[src/verilog/job_select_pkg.sv]
// constants and carrier types for the digital-input job selector
package job_select_pkg;
    // ============================================================
    // sizing
    localparam int NUM_INPUTS = 8;
    localparam int IDX_W      = 3;
    localparam int BIN_BITS   = 5;
    localparam int JOB_W      = 5;
    localparam int CNT_W      = 32;
    // ============================================================
    // timing
    localparam int CLK_MHZ       = 200;
    localparam int GAP_MS        = 50;
    localparam int GAP_CYCLES    = GAP_MS * 1000 * CLK_MHZ;
    localparam int SETTLE_MS     = 10;
    localparam int SETTLE_CYCLES = SETTLE_MS * 1000 * CLK_MHZ;
    // ============================================================
    // reset values
    localparam logic [JOB_W-1:0] JOB_RESET = 5'h01;
    // ============================================================
    // selection modes
    typedef enum logic [1:0] {
        MODE_OFF,
        MODE_TWO_JOB,
        MODE_BINARY,
        MODE_PULSE
    } sel_mode_t;

    // input assignment for each selection function
    typedef struct packed {
        sel_mode_t                      mode;
        logic [IDX_W-1:0]               two_job_idx;
        logic [IDX_W-1:0]               pulse_idx;
        logic [BIN_BITS-1:0][IDX_W-1:0] bit_idx;
        logic [BIN_BITS-1:0]            bit_used;
        logic                           confirm_en;
    } sel_cfg_t;

    // request to the job loader: strobe and job number
    typedef struct packed {
        logic             valid;
        logic [JOB_W-1:0] job;
    } job_req_t;
endpackage

[src/verilog/job_select.sv]
// job selection from digital inputs: level, binary pattern or pulse count
`timescale 1ns/1ps
`default_nettype none

// Summary of operation
// - with the two-job function, input low selects job 1 and input high selects job 2.
// - in binary mode up to five assigned inputs form a job number from 1 to 31.
// - in binary mode a change of the input pattern starts the job change at once.
// - after a binary change the shown active job updates only at the next trigger.
// - pulse selection is accepted only while ready is high, and the controller waits for it.
// - pulses are counted until a gap of at least 50 ms, then the count selects the job.
// - ready drops 50 ms after the last pulse of a sequence.
// - ready stays low until the switch-over to the new job is finished.
// - with confirm enabled, confirm rises after the change and only then ready rises.
// - every selection function may be mapped to any digital input by configuration.
module job_select
    import job_select_pkg::*;
#(
    parameter int GAP_CNT = job_select_pkg::GAP_CYCLES
) (
    input  wire logic                                 sys_clk,
    input  wire logic                                 rst_n,
    input  wire logic                                 clk_en,
    input  wire logic [job_select_pkg::NUM_INPUTS-1:0] din,
    input  wire logic                                 trigger,
    input  wire job_select_pkg::sel_cfg_t              cfg,
    input  wire logic [31:0]                          job_stored,
    output job_select_pkg::job_req_t                  load_req,
    input  wire logic                                 load_done,
    output logic [job_select_pkg::JOB_W-1:0]          active_job,
    output logic [job_select_pkg::JOB_W-1:0]          shown_job,
    output logic                                      ready,
    output logic                                      confirm,
    input  wire logic                                 confirm_ack,
    output logic                                      busy
);
    import job_select_pkg::*;

    // idle, waiting for the loader, waiting for the confirm acknowledge
    typedef enum {
        ST_IDLE,
        ST_LOAD,
        ST_CONFIRM
    } st_t;

    // ============================================================
    // input mapping
    // every selection function reads whichever input its index names
    function automatic logic pick(input logic [NUM_INPUTS-1:0] v, input logic [IDX_W-1:0] i);
        pick = v[i];
    endfunction

    function automatic logic [JOB_W-1:0] bin_value(input logic [NUM_INPUTS-1:0] v,
                                                   input sel_cfg_t c);
        logic [JOB_W-1:0] r;
        r = '0;
        for (int k = 0; k < BIN_BITS; k++) begin
            r[k] = c.bit_used[k] & pick(v, c.bit_idx[k]);
        end
        bin_value = r;
    endfunction

    logic [JOB_W-1:0] pattern;
    logic             two_lvl;
    logic             pulse_in;

    always_comb begin
        pattern  = bin_value(din, cfg);
        two_lvl  = pick(din, cfg.two_job_idx);
        pulse_in = pick(din, cfg.pulse_idx);
    end

    // ============================================================
    // state
    st_t              st_r;
    logic [JOB_W-1:0] active_r;
    logic [JOB_W-1:0] shown_r;
    logic [JOB_W-1:0] pend_r;
    logic [JOB_W-1:0] last_pat_r;
    logic             pulse_d_r;
    logic [JOB_W-1:0] pcnt_r;
    logic [CNT_W-1:0] gap_r;
    logic             counting_r;
    logic             ready_r;
    logic             confirm_r;
    logic             req_r;

    logic             pulse_rise;
    logic             gap_hit;
    logic             start_bin;
    logic             start_two;
    logic             start_pulse;
    logic             valid_pat;
    logic [JOB_W-1:0] two_job;
    // at most one cause starts a change per cycle, binary pattern first
    logic             start_any;
    logic [JOB_W-1:0] start_job;
    logic             load_fin;
    logic             conf_fin;

    // no debounce: the controller must settle the pattern, an in-between value is acted on
    always_comb begin
        pulse_rise  = pulse_in & ~pulse_d_r;
        gap_hit     = counting_r && (gap_r >= CNT_W'(GAP_CNT - 1));
        valid_pat   = (pattern != '0) && job_stored[pattern];
        start_bin   = (st_r == ST_IDLE) && (cfg.mode == MODE_BINARY)
                      && (pattern != last_pat_r) && valid_pat && (pattern != active_r);
        two_job     = two_lvl ? JOB_W'(2) : JOB_W'(1);
        start_two   = (st_r == ST_IDLE) && (cfg.mode == MODE_TWO_JOB)
                      && (two_job != active_r);
        start_pulse = (st_r == ST_IDLE) && (cfg.mode == MODE_PULSE) && gap_hit
                      && (pcnt_r != '0);
    end

    // ============================================================
    // pulse edge detection; the delayed copy resets low, the idle level of the pulse input,
    // so no false edge follows reset
    always_ff @(posedge sys_clk) begin
        if (!rst_n) begin
            pulse_d_r <= 1'b0;
        end else if (clk_en) begin
            pulse_d_r <= pulse_in;
        end
    end

    // pulse counting and gap timing
    // rises seen while a change runs are not counted; a count past 31 wraps, and a wrap to 0 or to a job not stored is dropped
    always_ff @(posedge sys_clk) begin
        if (!rst_n) begin
            pcnt_r     <= '0;
            gap_r      <= '0;
            counting_r <= 1'b0;
        end else if (clk_en) begin
            if (cfg.mode != MODE_PULSE) begin
                pcnt_r     <= '0;
                counting_r <= 1'b0;
                gap_r      <= '0;
            end else if (pulse_rise && ready_r && st_r == ST_IDLE) begin
                pcnt_r     <= pcnt_r + JOB_W'(1);
                counting_r <= 1'b1;
                gap_r      <= '0;
            end else if (pulse_in) begin
                gap_r <= '0;
            end else if (gap_hit) begin
                counting_r <= 1'b0;
                pcnt_r     <= '0;
                gap_r      <= '0;
            end else if (counting_r) begin
                gap_r <= gap_r + CNT_W'(1);
            end
        end
    end

    // ============================================================
    // job change sequencing
    // one change at a time: a binary or two-job cause seen while busy waits until the block is idle again; pulse rises then are not counted
    always_comb begin
        start_any = 1'b0;
        start_job = pend_r;
        if (start_bin) begin
            start_any = 1'b1;
            start_job = pattern;
        end else if (start_two) begin
            start_any = 1'b1;
            start_job = two_job;
        end else if (start_pulse && job_stored[pcnt_r]) begin
            start_any = 1'b1;
            start_job = pcnt_r;
        end
        load_fin = (st_r == ST_LOAD) && load_done && !req_r;
        conf_fin = (st_r == ST_CONFIRM) && confirm_ack;
    end

    // sequencer: idle, loading, and the optional wait for the confirm acknowledge
    // the loader's answer is only taken from the cycle after the strobe
    always_ff @(posedge sys_clk) begin
        if (!rst_n) begin
            st_r <= ST_IDLE;
        end else if (clk_en) begin
            case (st_r)
                ST_IDLE: begin
                    if (start_any) begin
                        st_r <= ST_LOAD;
                    end
                end
                ST_LOAD: begin
                    if (load_fin) begin
                        if (cfg.confirm_en) begin
                            st_r <= ST_CONFIRM;
                        end else begin
                            st_r <= ST_IDLE;
                        end
                    end
                end
                ST_CONFIRM: begin
                    if (conf_fin) begin
                        st_r <= ST_IDLE;
                    end
                end
                default: begin
                    st_r <= ST_IDLE;
                end
            endcase
        end
    end

    // request to the loader: a one-cycle strobe; the job word stands until the next request
    always_ff @(posedge sys_clk) begin
        if (!rst_n) begin
            pend_r <= JOB_RESET;
            req_r  <= 1'b0;
        end else if (clk_en) begin
            req_r <= start_any;
            if (start_any) begin
                pend_r <= start_job;
            end
        end
    end

    // the new job counts as active only once the loader reports it finished
    always_ff @(posedge sys_clk) begin
        if (!rst_n) begin
            active_r <= JOB_RESET;
        end else if (clk_en) begin
            if (load_fin) begin
                active_r <= pend_r;
            end
        end
    end

    // ready falls with the request and rises only when the change is complete
    always_ff @(posedge sys_clk) begin
        if (!rst_n) begin
            ready_r <= 1'b1;
        end else if (clk_en) begin
            if (start_any) begin
                ready_r <= 1'b0;
            end else if (load_fin && !cfg.confirm_en) begin
                ready_r <= 1'b1;
            end else if (conf_fin) begin
                ready_r <= 1'b1;
            end
        end
    end

    // confirm stands from the end of the load until the controller acknowledges it
    always_ff @(posedge sys_clk) begin
        if (!rst_n) begin
            confirm_r <= 1'b0;
        end else if (clk_en) begin
            if (load_fin && cfg.confirm_en) begin
                confirm_r <= 1'b1;
            end else if (conf_fin) begin
                confirm_r <= 1'b0;
            end
        end
    end

    // ============================================================
    // pattern history and active job display
    always_ff @(posedge sys_clk) begin
        if (!rst_n) begin
            last_pat_r <= '0;
        end else if (clk_en) begin
            // history follows the inputs only while idle, so a pattern changed during a load
            // still counts as a change once the block is idle again
            if (st_r == ST_IDLE) begin
                last_pat_r <= pattern;
            end
        end
    end

    // the shown job follows the active one only on a trigger taken while idle
    always_ff @(posedge sys_clk) begin
        if (!rst_n) begin
            shown_r <= JOB_RESET;
        end else if (clk_en) begin
            if (trigger && st_r == ST_IDLE) begin
                shown_r <= active_r;
            end
        end
    end

    // ============================================================
    // outputs
    always_comb begin
        load_req.valid = req_r;
        load_req.job   = pend_r;
        active_job     = active_r;
        shown_job      = shown_r;
        ready          = ready_r;
        confirm        = confirm_r;
        // busy comes straight from the state, so it rises together with the request
        busy           = (st_r != ST_IDLE);
    end
endmodule

`default_nettype wire

[config.mk]
export PLATFORM = sky130hd
export DESIGN_NAME = job_select
export DESIGN_NICKNAME = d
export VERILOG_FILES = /design/src/verilog/job_select_pkg.sv /design/src/verilog/job_select.sv
export SDC_FILE = /design/constraint.sdc
export NUM_CORES = 1
export LEC_CHECK = 0
export BUFFER_PORTS_ARGS = -buffer_cell sky130_fd_sc_hd__buf_2
export CORE_UTILIZATION = 35
export CTS_BUF_LIST = sky130_fd_sc_hd__clkbuf_8 sky130_fd_sc_hd__clkbuf_16
export DETAILED_ROUTE_END_ITERATION = 10
export GPL_TIMING_DRIVEN = 0
export SYNTH_ARGS = -nofsm -noshare
export SYNTH_HDL_FRONTEND = slang
export SYNTH_SLANG_ARGS = --single-unit
export TNS_END_PERCENT = 20
[constraint.sdc]
create_clock -name sys_clk -period 2.79 [get_ports sys_clk]
set_clock_uncertainty 0.1 [all_clocks]
set_input_delay 0.1395 -clock sys_clk [delete_from_list [all_inputs] [get_ports sys_clk]]
set_output_delay 0.1395 -clock sys_clk [all_outputs]
set_load 0.01 [all_outputs]
# After elaboration in Yosys (flattened, before gate mapping)
# Cells that the tools add are included.
[totals]
input_bits = 75
register_bits = 94
out_inout_bits = 19
elab_cells = 135
[op_classes]
eq_ne = 15
addsub = 2
mux = 48
n_bitwise = 7
n_reduce_logical = 41
n_lt_le_gt_ge = 10
[op_table]
columns = ["cell", "count"]
rows = [
  ["$mux 32", 8],
  ["$pmux 32 s3", 1],
  ["$eq 32x2->1 const B", 2],
  ["$logic_not 32->1", 2],
  ["$mux 5", 7],
  ["$add 32x1->32 const B", 1],
  ["$eq 32x1->1 const B", 1],
  ["$eq 32x3->1 const B", 1],
  ["$ge 32x24->1 const B", 1],
  ["$reduce_bool 32->1", 1],
  ["$lt 3x4->1 const B", 7],
  ["$bmux 1 s3", 7],
  ["$mux 1", 21],
  ["$logic_and 1x1->1", 20],
  ["$reduce_bool 5->1", 3],
  ["$lt 5x6->1 const B", 2],
  ["$reduce_and 2->1", 6],
  ["$bmux 1 s5", 2],
  ["$ne 5x5->1", 2],
  ["$reduce_bool 3->1", 3],
  ["$ne 2x2->1 const B", 4],
  ["$and 1x1->1", 6],
  ["$reduce_and 3->1", 2],
  ["$add 5x1->5 const B", 1],
  ["other kinds (9)", 12],
]

# Logic depth before layout (Yosys ltp)
[logic_depth]
word_depth = 11
depth_mapped = 12
depth_no_buf = 10

# Worst setup path after synthesis
# No wires, ideal clock.
[synth_timing]
path_kind = "reg-to-reg"
start = "register pcnt_r[0]"
end = "register pend_r[0]"
setup_slack_ps = -16
required_ps = 2568
path_stages_with_launch = 9
setup_ps = 122
arrival_ps = 2584
synth_period_minus_slack_ps = 2806
n_path_buf = 1
path_cell_list = "dfxtp_1 > buf_4 > mux4_2 > mux4_2 > a21o_1 > a31oi_1 > nand2b_1 > o21ai_0 > a221o_1"
[synth_via]
elab_chain_len = 7
elab_cells_between_ends = 13
cone_classes = "8 x mux; 5 x reduce/logical"
[synth_lines]
columns = ["item", "line_no", "text"]
rows = [
  ["from (decl)", "job_select.sv:81", "logic [JOB_W-1:0] pcnt_r;"],
  ["from (signal assigned)", "job_select.sv:139", "pcnt_r <= pcnt_r + JOB_W'(1);"],
  ["$bmux 1 s5 or $reduce_bool 5->1 (tied branches)", "job_select.sv:166, job_select.sv:112", ""],
  ["$mux 1 (implied by the code) or $logic_and 1x1->1 (tied branches)", "job_select.sv:166, job_select.sv:112", ""],
  ["$logic_and 1x1->1", "job_select.sv:166", "end else if (start_pulse && job_stored[pcnt_r]) begin"],
  ["$mux 1", "job_select.sv:166", ""],
  ["$mux 1", "job_select.sv:163", "end else if (start_two) begin"],
  ["$mux 1", "job_select.sv:160", "if (start_bin) begin"],
  ["$reduce_and 3->1 (no source line)", "--", ""],
  ["to (signal assigned)", "job_select.sv:215", "pend_r <= start_job;"],
  ["to (decl)", "job_select.sv:78", "logic [JOB_W-1:0] pend_r;"],
]
# Several ways; a longest one is shown, not always the timed one. The select of a mux whose other input is x is not followed.
# A chain may end at the register's enable or synchronous reset.

# Worst setup path after layout
[layout_timing]
start = "register pcnt_r[0]"
end = "register pend_r[2]"
[layout_via]
elab_chain_len = 7
elab_cells_between_ends = 10
cone_classes = "5 x mux; 5 x reduce/logical"
[layout_lines]
columns = ["item", "line_no"]
rows = [
  ["$bmux 1 s5 or $reduce_bool 5->1 (tied branches)", "job_select.sv:166, job_select.sv:112"],
  ["$mux 1 (implied by the code) or $logic_and 1x1->1 (tied branches)", "job_select.sv:166, job_select.sv:112"],
  ["$logic_and 1x1->1 (*)", "job_select.sv:166"],
  ["$mux 1", "job_select.sv:166"],
  ["$mux 1", "job_select.sv:163"],
  ["$mux 1", "job_select.sv:160"],
  ["$reduce_and 3->1 (no source line) (*)", "--"],
]
# Every way passes the cells marked *; elsewhere a longest branch is shown, timed or not. The select of a mux whose other input is x is not followed.

==> results.md <==
* Status: finished with violations
* Failing checks: design-rule violations
* Avg Inst Size Synth at 8.90 sq um
* Distinct cells, synth at 64
* Port buffer count at 93
* Fin. max-slew vios at 0
* Pwr Density at 502 mW/mm^2
* Die Y at 111 microns
* F_max at 0.369 GHz
* Sequential fraction of the synthesis area at 30.8%
* Max cap viols at 0
* WP data required at 2.94 ns
* # placed instances at 704
* CP Capture Type: register
* Tcrit/Tclk final at 97.2%
* Slowest stage cell on the critical path: mux4_2
* Antenna cells at 0
* Critical R2R Capture: pend_r[2]
* Pin count of the biggest net entering global routing at 14
* DRT antenna net count at 0
* Layout area overhead at 25.2%
* Share of layout cells above drive strength 1 at 29.0%
* Cell Count, Final, Fillers Out at 722
* Leakage power at 2.05 nW
* Final hold viol count at 0
* Initial drt markers at 205
* Total track usage at 19.3%
* Reg2reg start: pcnt_r[0]
* Vias in the first global route at 3877
* Multi-input gate area at 0.00279 sq mm
* # DRC at 4
* Crit path DAT at 2.86 ns
* Hold_buf cts at 0
* CP cell instances: buf_12 -> mux4_2 -> mux4_2 -> a21o_1 -> a31oi_4 -> buf_4 -> buf_4 -> o221ai_1 -> nor3b_1
* Clock root buffer master: clkbuf_16
* Filler cells at 1137
* Global-route wire length before repair at 19200 microns
* # rows at 39
* Critical path type: reg -> reg
* Tightest Pin Transition at 0.747 ns
* Clock Latency Late Sink at 0.33 ns
* Ys async rst share at 0%
* Gp weighted congestion at 0.875
* Worst slew margin at 50.2%
* Top FF cell, synth: dfxtp_1
* Clock Tree Buf Depth at 2
* Clock-pin slew on the worst setup and hold paths at 0.06 ns
* Crit-path max FO at 10
* IO Count at 94
* Die area at 0.0123 sq mm
* Min cycle time layout at 2.71 ns
* EDFF count, synth at 0
* Total Routed Length at 11500 microns
* Hold depth at 3
* Crit path buffers/inverters at 3
* Die W at 111 microns
* Post-synthesis instance area at 0.00417 sq mm
* FF-to-FF setup slack at 0.08 ns
* Register-to-Register Path Depth at 9
* Flip-flop and latch count after synthesis at 64
* Crit path launch type: register
* Setup violators final at 0
* DP HPWL at 8790 microns
* Largest delay contributor family on the critical path: multiplexers
* Via-to-Cell Ratio at 5.52
* HP Start: cfg[0]
* Worst hold path type: in -> reg
* Drt pass-1 iters at 7
* H-tree depth at 3
* CTS tree: done
* GRT overflow at 0
* Syn Inst Count at 468
* CTS sink cnt at 64
* Routed length per placed instance at 16.0 microns
* Antenna violations before repair at 0
* CTS buffer count at 9
* Crit path largest cell delay at 0.49 ns
* NumNets Final at 652
* Via count at 3985
* Starting density of the core at 36.2%
* Worst hold margin at 0.0151 ns
* Sequential cell area at 0.00128 sq mm
* Worst vdd ir at 208 uV
* YS warnings at 0
* CORE AREA at 0.0115 sq mm
* Worst Hold Endpoint: st_r[1]
* Syn nets at 546
-- how the worst max path moves through the flow --
stage / startpoint / end / depth (start not counted)
2_1_floorplan: pcnt_r[0] / pend_r[0] / 8
3_3_place_gp: gap_r[0] / gap_r[5] / 10
3_5_place_dp: gap_r[0] / gap_r[9] / 10
4_1_cts: pcnt_r[0] / pend_r[0] / 8
5_1_grt: pcnt_r[0] / pend_r[2] / 9
6_report: pcnt_r[0] / pend_r[2] / 9
-- kinds of logic after synthesis --
logic type	share of synthesized area (%)
simple gates	25.4
mux	18.8
fa+ha+maj	0.901
xor+xnor	5.05
compound gates	15.8
flops	30.8
buf+inv	3.33
-- tightest hold or removal path, stage by stage --
cell and delay (ns):
buf_2 0.11, nand2_1 0.07, a21boi_0 0.07
-- per-layer routing --
layer  GRT usage [%]  share of wire (%)  wire length (microns)  vias up
met5               0                  0                      0        -
li1                -                  -                      -     1944
met2            32.0                 47                   5420      100
met1            24.6                 46                   5310     1918
met3            4.43                4.7                    543       23
met4            6.31                2.2                    251        0
-- final cells by class --
type / count / area share, %
inverters: 11 / 0.792
multi-input cells: 374 / 53.4
flip-flops and latches: 64 / 24.6
clock inverters: 7 / 1.97
well taps: 143 / 3.43
repair buffers: 96 / 9.35
plain buffers: 18 / 2.11
clock buffers: 9 / 4.32
-- through the flow --
stage | cell area (sq um) | power, mW | util, % | setup TNS (ns) | worst slack [ns]
detailed placement | 4820 | 1.39 | 41.8 | -8.76 | -0.415
floorplan | 4170 | 1.23 | - | 0 | 0.0543
CTS | 5170 | 2.62 | 44.9 | 0 | 0.0226
finish | 5220 | 2.62 | 45.3 | 0 | 0.0775
global placement | 4820 | 1.38 | 41.8 | -8.20 | -0.387
global route | 5220 | 2.72 | 45.3 | -0.00930 | -0.00930
-- placed cells by master, fill, tap and decap left out, drive strengths merged, types with 13 or more instances in the layout --
| master | instances |
|---|---|
| mux4 | 19 |
| a21oi | 17 |
| dfxtp | 64 |
| mux2i | 25 |
| and3 | 13 |
| clkbuf | 20 |
| nor2 | 49 |
| o21ai | 24 |
| nand3 | 24 |
| xor2 | 15 |
| nand2 | 39 |
| buf | 103 |
| a21boi | 15 |
| inv | 13 |
| nor2b | 23 |
-- Yosys cell counts (all sizes together), types with 3 or more instances --
library cell | number | area, sq um
nor3 | 5 | 36.3
and3 | 13 | 81.3
mux2 | 9 | 101
dfxtp | 64 | 1280
nor2b | 23 | 146
nand3 | 24 | 120
nand2b | 7 | 43.8
mux2i | 25 | 250
ha | 3 | 37.5
or3 | 9 | 61.3
o21ai | 24 | 120
nor3b | 3 | 22.5
mux4 | 19 | 432
buf | 7 | 52.6
a221oi | 4 | 35.0
clkbuf | 12 | 45.0
nand4b | 4 | 35.0
a21boi | 15 | 113
a21oi | 17 | 85.1
xnor2 | 9 | 78.8
a31oi | 7 | 43.8
o31ai | 4 | 30.0
or4 | 4 | 30.0
nor2 | 49 | 201
a211oi | 4 | 30.0
nand4 | 6 | 37.5
and2 | 3 | 18.8
nand2 | 39 | 146
xor2 | 15 | 131
inv | 11 | 41.3
-- sequential cells by signal, summed over array words and instances (netlist names) --
| register | cells |
|---|---|
| active_job | 5 |
| confirm | 1 |
| req_r | 1 |
| pulse_d_r | 1 |
| shown_job | 5 |
| counting_r | 1 |
| ready | 1 |
| pend_r | 5 |
| st_r | 2 |
| pcnt_r | 5 |
| gap_r | 32 |
| last_pat_r | 5 |
-- power breakdown --
part           internal [mW]  switching [mW]
registers              0.932          0.0184
clock network          0.791           0.447
logic                  0.201           0.226
total                   1.92           0.692
-- repair_timing --
action | 4_1_cts | 5_1_grt
endpoints found under the setup margin | 29 | 6
pin swaps | 1 | 2
gates resized for setup | 10 | 6
setup buffers | 0 | 3
Power figures use the tool's default switching activity.
